===== src/rtl/isr_pkg.sv =====
// Package with register map, field layout and reset values of the input status readback block.
package isr_pkg;
    localparam int          ISR_ADDR_W          = 8;
    localparam int          ISR_DATA_W          = 8;
    // Register addresses as printed; the bus is byte wide, so no word scaling applies.
    localparam logic [7:0]  ISR_ADDR_CS_FIRST   = 8'h0E;
    localparam logic [7:0]  ISR_ADDR_CS_LAST    = 8'h17;
    localparam logic [7:0]  ISR_ADDR_RSV_FIRST  = 8'h5E;
    localparam logic [7:0]  ISR_ADDR_RSV_LAST   = 8'h63;
    localparam logic [7:0]  ISR_ADDR_DETECT     = 8'h64;
    localparam logic [7:0]  ISR_ADDR_SCALE_LO   = 8'h71;
    localparam logic [7:0]  ISR_ADDR_SCALE_MID  = 8'h72;
    localparam logic [7:0]  ISR_ADDR_SCALE_HI   = 8'h73;
    localparam logic [7:0]  ISR_ADDR_IRQ_STATUS = 8'h78;
    localparam logic [7:0]  ISR_ADDR_IRQ_MASK   = 8'h79;
    // Channel-status byte numbers of the trailing professional fields.
    localparam int          ISR_CS_SAMPLE_ADDR  = 14;
    localparam int          ISR_CS_TIME_OF_DAY  = 18;
    localparam int          ISR_CS_RELIABILITY  = 22;
    localparam int          ISR_CS_CHECK_BYTE   = 23;
    localparam int          ISR_CS_BYTES        = 10;
    // Detection register fields.
    localparam int          ISR_BIT_DSD         = 0;
    localparam int          ISR_BIT_I2S         = 1;
    localparam int          ISR_BIT_SPDIF       = 2;
    localparam int          ISR_BIT_DOP         = 3;
    localparam int          ISR_DET_BITS        = 4;
    localparam logic [3:0]  ISR_DET_RESERVED    = 4'h0;
    localparam logic [3:0]  ISR_DET_RESET       = 4'h0;
    localparam logic [23:0] ISR_SCALE_RESET     = 24'h000000;
    localparam logic [7:0]  ISR_CHECK_NONE      = 8'h00;
    localparam logic [7:0]  ISR_BYTE_RESET      = 8'h00;
endpackage


===== src/rtl/isr_det_sync.sv =====
// Detection status capture with change events for the input status readback block.
`timescale 1ns/1ps
module isr_det_sync
    import isr_pkg::*;
#(
    parameter int N = ISR_DET_BITS
) (
    // Clock and reset.
    input  wire logic         core_clk,
    input  wire logic         reset,
    // Live decoder state.
    input  wire logic [N-1:0] det_in,
    // Registered state and change pulses.
    output logic      [N-1:0] det_out,
    output logic      [N-1:0] det_change
);
    typedef struct packed {
        logic [N-1:0] det;
        logic [N-1:0] chg;
    } isr_ds_state_t;

    isr_ds_state_t st_reg;
    isr_ds_state_t st_next;

    always_comb begin
        st_next     = st_reg;
        st_next.det = det_in;
        st_next.chg = det_in ^ st_reg.det;
    end

    always_ff @(posedge core_clk) begin
        if (reset) begin
            st_reg <= '0;
        end else begin
            st_reg <= st_next;
        end
    end

    assign det_out    = st_reg.det;
    assign det_change = st_reg.chg;
endmodule


===== src/rtl/isr_readback.sv =====
// Top of the input status readback block: register bank, channel-status capture, interrupt.
// Functional notes
// - Channel-status bytes 14-17 give sample count of block's first sample.
// - Bytes 18-21 give source encoding time in samples since midnight.
// - Byte 22 reliability flags; zero means reliable, one unreliable.
// - Byte 23 is check byte; zero means no check code implemented.
// - Detection bit 3 shows DSD-over-PCM stream detected on I2S or S/PDIF.
// - Detection bit 2 shows S/PDIF receiver decoding valid frames.
// - Detection bit 1 shows valid I2S word and bit clock arrangement.
// - Detection bit 0 shows DSD fallback in use after both decoders failed.
// - Detection register at 100 is read-only, upper bits zero, resets zero.
// - Addresses 94-99 are reserved read-only and ignore writes.
// - 24-bit feedback scale at 113-115 is read-only, resets zero.
//
// Design decision made here: the strobed register port.
`timescale 1ns/1ps
module isr_readback
    import isr_pkg::*;
(
    // Clock and reset.
    input  wire logic                  core_clk,
    input  wire logic                  reset,
    // Register port.
    input  wire logic [ISR_ADDR_W-1:0] reg_addr,
    input  wire logic [ISR_DATA_W-1:0] reg_wdata,
    input  wire logic                  reg_write,
    input  wire logic                  reg_read,
    output logic      [ISR_DATA_W-1:0] reg_rdata,
    // Decoder state.
    input  wire logic                  dsd_over_pcm_detected,
    input  wire logic                  spdif_frames_valid,
    input  wire logic                  i2s_clocks_valid,
    input  wire logic                  dsd_fallback_active,
    // Channel-status bytes from the S/PDIF receiver.
    input  wire logic                  cs_byte_valid,
    input  wire logic [4:0]            cs_byte_index,
    input  wire logic [7:0]            cs_byte_data,
    input  wire logic                  cs_block_end,
    // Feedback scale from the second ADC path.
    input  wire logic [23:0]           second_adc_feedback_scale,
    // Interrupt.
    output logic                       irq
);
    localparam int NEV = ISR_DET_BITS + 1;

    typedef struct packed {
        logic [ISR_CS_BYTES-1:0][7:0] cs_shadow;
        logic [ISR_CS_BYTES-1:0][7:0] cs_live;
        logic [23:0]                  scale;
        logic [NEV-1:0]               irq_status;
        logic [NEV-1:0]               irq_mask;
        logic [ISR_DATA_W-1:0]        rdata;
        logic                         irq;
    } isr_state_t;

    isr_state_t       st_reg;
    isr_state_t       st_next;
    logic [3:0]       det_now;
    logic [3:0]       det_q;
    logic [3:0]       det_chg;
    logic [NEV-1:0]   ev;
    logic [4:0]       cs_slot;

    // The decoders are sampled every cycle, so a read sees the state registered in u_det one cycle earlier.
    assign det_now[ISR_BIT_DOP]   = dsd_over_pcm_detected;
    assign det_now[ISR_BIT_SPDIF] = spdif_frames_valid;
    assign det_now[ISR_BIT_I2S]   = i2s_clocks_valid;
    // Fallback is only believed while neither PCM path is decoding.
    assign det_now[ISR_BIT_DSD]   = dsd_fallback_active
                                    & ~spdif_frames_valid
                                    & ~i2s_clocks_valid;

    isr_det_sync #(
        .N (ISR_DET_BITS)
    ) u_det (
        .core_clk   (core_clk),
        .reset      (reset),
        .det_in     (det_now),
        .det_out    (det_q),
        .det_change (det_chg)
    );

    assign ev      = {cs_block_end, det_chg};
    assign cs_slot = cs_byte_index - 5'(ISR_CS_SAMPLE_ADDR);

    always_comb begin
        st_next = st_reg;
        // Bytes are gathered into a live copy and published whole at block end, so a read
        // never mixes fields of two blocks.
        if (cs_byte_valid && cs_byte_index >= 5'(ISR_CS_SAMPLE_ADDR)
            && cs_byte_index <= 5'(ISR_CS_CHECK_BYTE)) begin
            st_next.cs_live[cs_slot[3:0]] = cs_byte_data;
        end
        if (cs_block_end) begin
            st_next.cs_shadow = st_next.cs_live;
        end
        st_next.scale = second_adc_feedback_scale;
        if (reg_write && reg_addr == ISR_ADDR_IRQ_MASK) begin
            st_next.irq_mask = reg_wdata[NEV-1:0];
        end
        // A set arriving with a clear wins.
        if (reg_write && reg_addr == ISR_ADDR_IRQ_STATUS) begin
            st_next.irq_status = st_reg.irq_status & ~reg_wdata[NEV-1:0];
        end
        st_next.irq_status = st_next.irq_status | ev;
        st_next.irq = |(st_next.irq_status & st_next.irq_mask);
        // Writes to every other address, reserved ones included, are dropped.
        st_next.rdata = ISR_BYTE_RESET;
        if (reg_read) begin
            if (reg_addr >= ISR_ADDR_CS_FIRST && reg_addr <= ISR_ADDR_CS_LAST) begin
                st_next.rdata = st_reg.cs_shadow[4'(reg_addr - ISR_ADDR_CS_FIRST)];
            end else begin
                unique case (reg_addr)
                    ISR_ADDR_DETECT: begin
                        st_next.rdata = {ISR_DET_RESERVED, det_q};
                    end
                    ISR_ADDR_SCALE_LO: begin
                        st_next.rdata = st_reg.scale[7:0];
                    end
                    ISR_ADDR_SCALE_MID: begin
                        st_next.rdata = st_reg.scale[15:8];
                    end
                    ISR_ADDR_SCALE_HI: begin
                        st_next.rdata = st_reg.scale[23:16];
                    end
                    ISR_ADDR_IRQ_STATUS: begin
                        st_next.rdata = {3'h0, st_reg.irq_status};
                    end
                    ISR_ADDR_IRQ_MASK: begin
                        st_next.rdata = {3'h0, st_reg.irq_mask};
                    end
                    default: begin
                        st_next.rdata = ISR_BYTE_RESET;
                    end
                endcase
            end
        end
    end

    always_ff @(posedge core_clk) begin
        if (reset) begin
            st_reg <= '0;
        end else begin
            st_reg <= st_next;
        end
    end

    assign reg_rdata = st_reg.rdata;
    assign irq       = st_reg.irq;

    // Every stored channel-status slot takes its byte one cycle after the strobe.
    for (genvar i = 0; i < ISR_CS_BYTES; i++) begin : g_cs_chk

    end
endmodule


===== config.mk =====
export PLATFORM = sky130hd
export DESIGN_NAME = isr_readback
export DESIGN_NICKNAME = d
export VERILOG_FILES = /design/src/rtl/isr_pkg.sv /design/src/rtl/isr_det_sync.sv /design/src/rtl/isr_readback.sv
export SDC_FILE = /design/constraint.sdc
export NUM_CORES = 1
export LEC_CHECK = 0
export ABC_AREA = 0
export BUFFER_PORTS_ARGS = -buffer_cell sky130_fd_sc_hd__buf_4
export CORE_MARGIN = 2
export CORE_UTILIZATION = 35
export DETAILED_ROUTE_END_ITERATION = 10
export PLACE_DENSITY = 0.57
export RECOVER_POWER = 25
export SYNTH_ARGS = -nofsm -noshare
export SYNTH_HDL_FRONTEND = slang
export SYNTH_SLANG_ARGS = --single-unit

===== constraint.sdc =====
create_clock -name core_clk -period 1.9 [get_ports core_clk]
set_input_delay 0.285 -clock core_clk [delete_from_list [all_inputs] [get_ports core_clk]]
set_output_delay 0.285 -clock core_clk [all_outputs]
set_load 0.1 [all_outputs]

# Yosys cells after proc, flatten, opt, wreduce, memory -nomap -nowiden
# Index checks and enable logic that the tools add are counted.
# word_totals
register_bits	211
input_bits	63
word_cells	70
# classes
addsub	2
order_cmp	7
eq_ne	6
n_mux	10
bitwise_logic	10
reduce_logical	8
# op_table
operator	count
bitwise mux 80 bit	1
2-to-1 mux 80 bit	1
== test 8 x 7 -> 1 bit, second input constant	6
case mux 8 bit (6 select lines)	1
binary-select mux 8 bit (select 4 bit)	1
demux 8 bit (select 4 bit)	1
2-to-1 mux 8 bit	3
bitwise AND 5 bit	2
< comparator 4 x 5 -> 1 bit, second input constant	2
2-to-1 mux 5 bit	2
greater-or-equal comparator 8 x 4 -> 1 bit, second input constant	1
less-or-equal comparator 8 x 5 -> 1 bit, second input constant	1
subtractor 4 bit, second input constant	2
logical AND 1 bit	6
greater-or-equal comparator 5 x 4 -> 1 bit, second input constant	1
less-or-equal comparator 5 bit, second input constant	1
inverter 5 bit	1
bitwise OR 5 bit	1
OR reduction 5 bit	1
greater-or-equal comparator 4 x 1 -> 1 bit, second input constant	1
XOR 4 bit	1
inverter 1 bit	3
bitwise AND 1 bit	2
OR reduction 2 bit	1

# Depth between registers and ports, before layout
# depth
ltp_word	7
depth_mapped	8
depth_no_buf	6

# By module
# From an unflattened synthesis, not the netlist that was laid out.
# hier_totals
hier_cells	815
hier_area_um2	8338.0
# by_module_without_submodules
module	instances	cells_each	area_each_um2
isr_readback	1	795	8102.8
isr_det_sync	1	20	235.2

# Worst setup path before layout
# Ideal clock, no wire load.
# synth_timing
kind	input to register
startpoint	in cs_byte_index[1]
endpoint	reg st_reg[123] (netlist name)
t_arrival_ns	1.543
setup_slack_ns	0.219
stages	7
path_buffers	1
cell_sequence	ha_1 xnor2_1 and2b_2 and4b_1 buf_6 mux2i_1 a211oi_1
# synth_between
elab_chain_cells	7
word_cells_on_any_way	12
# synth_rtl
element	line_no	rtl
start: declaration	isr_readback.sv:36	input wire logic [4:0] cs_byte_index,
subtractor 4 bit	isr_readback.sv:84	assign cs_slot = cs_byte_index - 5'(ISR_CS_SAMPLE_ADDR);
< comparator 4 x 5 -> 1 bit (not written as such) / greater-or-equal comparator 4 x 1 -> 1 bit (equally long branches)	isr_readback.sv:92	st_next.cs_live[cs_slot[3:0]] = cs_byte_data;
logical AND 1 bit (not written as such)	isr_readback.sv:92	
2-to-1 mux 8 bit (not written as such)	isr_readback.sv:92	
demux 8 bit (select 4 bit)	isr_readback.sv:92	
bitwise mux 80 bit	isr_readback.sv:92	
2-to-1 mux 80 bit (*)	isr_readback.sv:90	if (cs_byte_valid && cs_byte_index >= 5'(ISR_CS_SAMPLE_ADDR)
end signal: assignment	isr_readback.sv:144	st_reg <= st_next;
end: declaration	isr_readback.sv:56	isr_state_t st_reg;
# Mark *: on every way between the ends. The rest lies on a longest branch, timed or not.
# A chain may end at the register's enable or synchronous reset.

# Worst setup path in the final report
# layout_timing
startpoint	in reset
endpoint	reg st_reg[101] (netlist name)
# layout_rtl
element	line_no	rtl
start: declaration	isr_readback.sv:22	input wire logic reset,
# No word-level cell between the ends.

==> run_results.csv <==
group,metric,value,unit
synth,yosys-top-cells-count,"211 x dfxtp_1, 191 x nor2_1, 94 x mux2i_1, 80 x a211oi_1, 45 x clkbuf_1",
timing,slew_headroom,24.77,%
worst_setup_path,cp.required,2.28,ns
timing,whs,0.008303,ns
finish,fin_cells,1247,
global_route,grt_util_all_layers,15.49,%
finish,post-route-cell-area,10340,µm²
routing,firstDrtPassIters,4,
worst_setup_path,critPathCaptureType,"register",
timing,setup_viol,0,
place,placedInstanceArea,9475,µm²
floorplanning,die-height,159.2,µm
worst_setup_path,criticalPathCategory,"primary input to register",
cts,cts_buffer_depth,3,
synth,synthCells,835,
worst_setup_path,worstPathArrival,1.95,ns
synth,synth-main-ff-cell,"dfxtp_1",
floorplanning,initial_core_util,35.80,%
worst_hold_path,worstHoldStart,"second_adc_feedback_scale[20]",
finish,regArea,4224,µm²
worst_setup_path,critPathLaunchType,"primary input",
synth,synth_area_leader_cell,"dfxtp_1",
job,drv_cap,0,
finish,largest_register_ffs,194,
floorplanning,ioPinCount,72,
synth,synth_edf_count,0,
synth,ys_types,50,
worst_setup_path,path_max_fanout,54,
cts,cts_root_buffer,"clkbuf_16",
place,gp_congestion,0.7675,
routing,drt_wl_total,19660,µm
timing,final_max_slew_viol_count,0,
place,pre_cts_ws,-0.1018,ns
global_route,antenna_found_initial,0,
cts,insertion_delay,0.51,ns
global_route,grt_max_degree,105,
timing,rsz0062_at_grt,"no",
worst_setup_path,critical_path.startpoint,"reset",
cts,cts-resized-gates,0,
finish,syn_to_final_growth,22.73,%
synth,yosysTopAreaCellShare,50.12,%
finish,multi_input_area,3802,µm²
worst_setup_path,rr_startpoint,"st_reg[137]$_SDFFE_PP0P_",
place,dpl.cell_count,1191,
floorplanning,die_area,25340,µm²
timing,skew,0.01518,ns
routing,drt_iter0_drc,321,
synth,yosysMostFrequentCell,"dfxtp_1",
finish,fillCellCount,2347,
timing,tightestPinTransition,1.128,ns
timing,max_freq,634.2,MHz
global_route,grt_pass1_wl,32400,µm
global_route,first_global_vias,5948,
place,io_buffers,68,
synth,syn_area_per_cell,10.09,µm²
synth,synth.net_count,900,
timing,fin_crit_sh,82.99,%
cts,cts_buffers,23,
synth,syn_area,8428,µm²
routing,vias_per_cell,4.819,
power_and_ir_drop,power.leakage,4.262,nW
cts,clk_pin_slew,0.06,ns
floorplanning,die_x,159.2,µm
power_and_ir_drop,p_per_area,943.4,nW/µm²
synth,yosysWarnings,0,
finish,nNetsFinal,977,
finish,fin_util,43.94,%
finish,antenna_cells,0,
finish,drive_above_1_share,21.01,%
place,dp_hpwl,12900,µm
cts,cts.sinks,211,
timing,fin_ws,0.3232,ns
global_route,grt_overflow,0,
synth,yosysSeqAreaShare,50.12,%
power_and_ir_drop,vdd_drop_max,0.7059,mV
routing,drc,0,
cts,cts_tree,"done",
floorplanning,core,23540,µm²
run_status,status,"finished clean",
synth,async_flop_share,0,%
synth,ys_top_cells_by_area,"dfxtp_1 50%, mux2i_1 11%, nor2_1 8.5%",
timing,layout_min_cycle_time,1.577,ns
routing,vias,6009,
timing,finalHoldViolations,0,
synth,ys_ff_latch,211,
floorplanning,rows,56,
worst_hold_path,hold_class,"primary input to register",
timing,fin_tns_setup,0,ns
cts,cts.htree.levels,1,
routing,ant_nets,0,
routing,routedWlPerCell,15.76,µm
power_and_ir_drop,totalPowerFinal,9.759,mW
## layout by cell type, fill, tap and decap left out, types with 3 or more instances in the layout
master / n
buf_12: 14
dfxtp_1: 211
nand4_2: 3
or2_2: 3
clkinv_2: 8
a211oi_1: 80
o221ai_1: 5
a2111oi_0: 4
nor3_1: 5
mux4_2: 16
nand3_1: 4
nor2_1: 191
mux2_2: 14
clkbuf_16: 23
and4b_1: 3
a31oi_1: 4
a21oi_1: 10
nand2_1: 7
buf_4: 97
a22oi_1: 9
xnor2_1: 5
nand2b_1: 8
o22ai_1: 11
nor2b_1: 34
o21ai_0: 3
clkbuf_8: 4
nand3b_1: 3
dlygate4sd3_1: 15
mux2i_1: 94
clkbuf_1: 4
inv_1: 4
## worst paths after layout
check / slack [ns] / to / cells after the start
worst max-delay path: 0.32 / st_reg[101]$_SDFF_PP0_ / 3
worst min-delay path: 0.008 / st_reg[39]$_SDFF_PP0_ / 2
worst max register to register: 0.36 / reg_rdata[6]$_SDFF_PP0_ / 5
worst min register to register: 0.47 / st_reg[16]$_SDFF_PP0_ / 2
## layer usage
layer	routed length [µm]	share of wire, %	global-route usage, %	vias up
met5	0	0	0	-
met4	419	2.1	3.595	0
li1	-	-	-	3093
met2	8151	41	23.22	116
met3	974	5.0	2.970	32
met1	10110	51	22.96	2768
## cell families after synthesis
logic type,Yosys count,share of synthesized area [%]
muxes,124,17.31
adders and majority gates,2,0.2969
xor gates and xnor gates,7,0.7274
AOI/OAI and AO/OA,131,11.40
buffers and inverters,81,4.765
DFF,211,50.12
and+or+nand+nor,279,15.38
## power by group
group	switching, mW	internal (mW)
registers	0.0608	4.57
logic	0.445	0.402
clock network	1.77	2.51
## area by class of cell
class | count | share of cell area, %
Timing Repair Buffer | 129 | 11.39
Inverter | 4 | 0.1452
Clock buffer | 31 | 6.242
Tap cell | 319 | 3.859
Clock inverter | 10 | 0.7621
Multi-Input combinational cell | 543 | 36.76
Sequential cell | 211 | 40.84
## critical path, cell delays in order
cell      delay [ns]
clkbuf_2        0.81
clkbuf_4        0.73
nor2_1          0.11
## what timing repair did
action | in CTS | in global routing
hold buffers | 15 | 0
buffers inserted | 0 | 0
endpoints found under the hold margin | 15 | 0
Power figures use the tool's default switching activity.
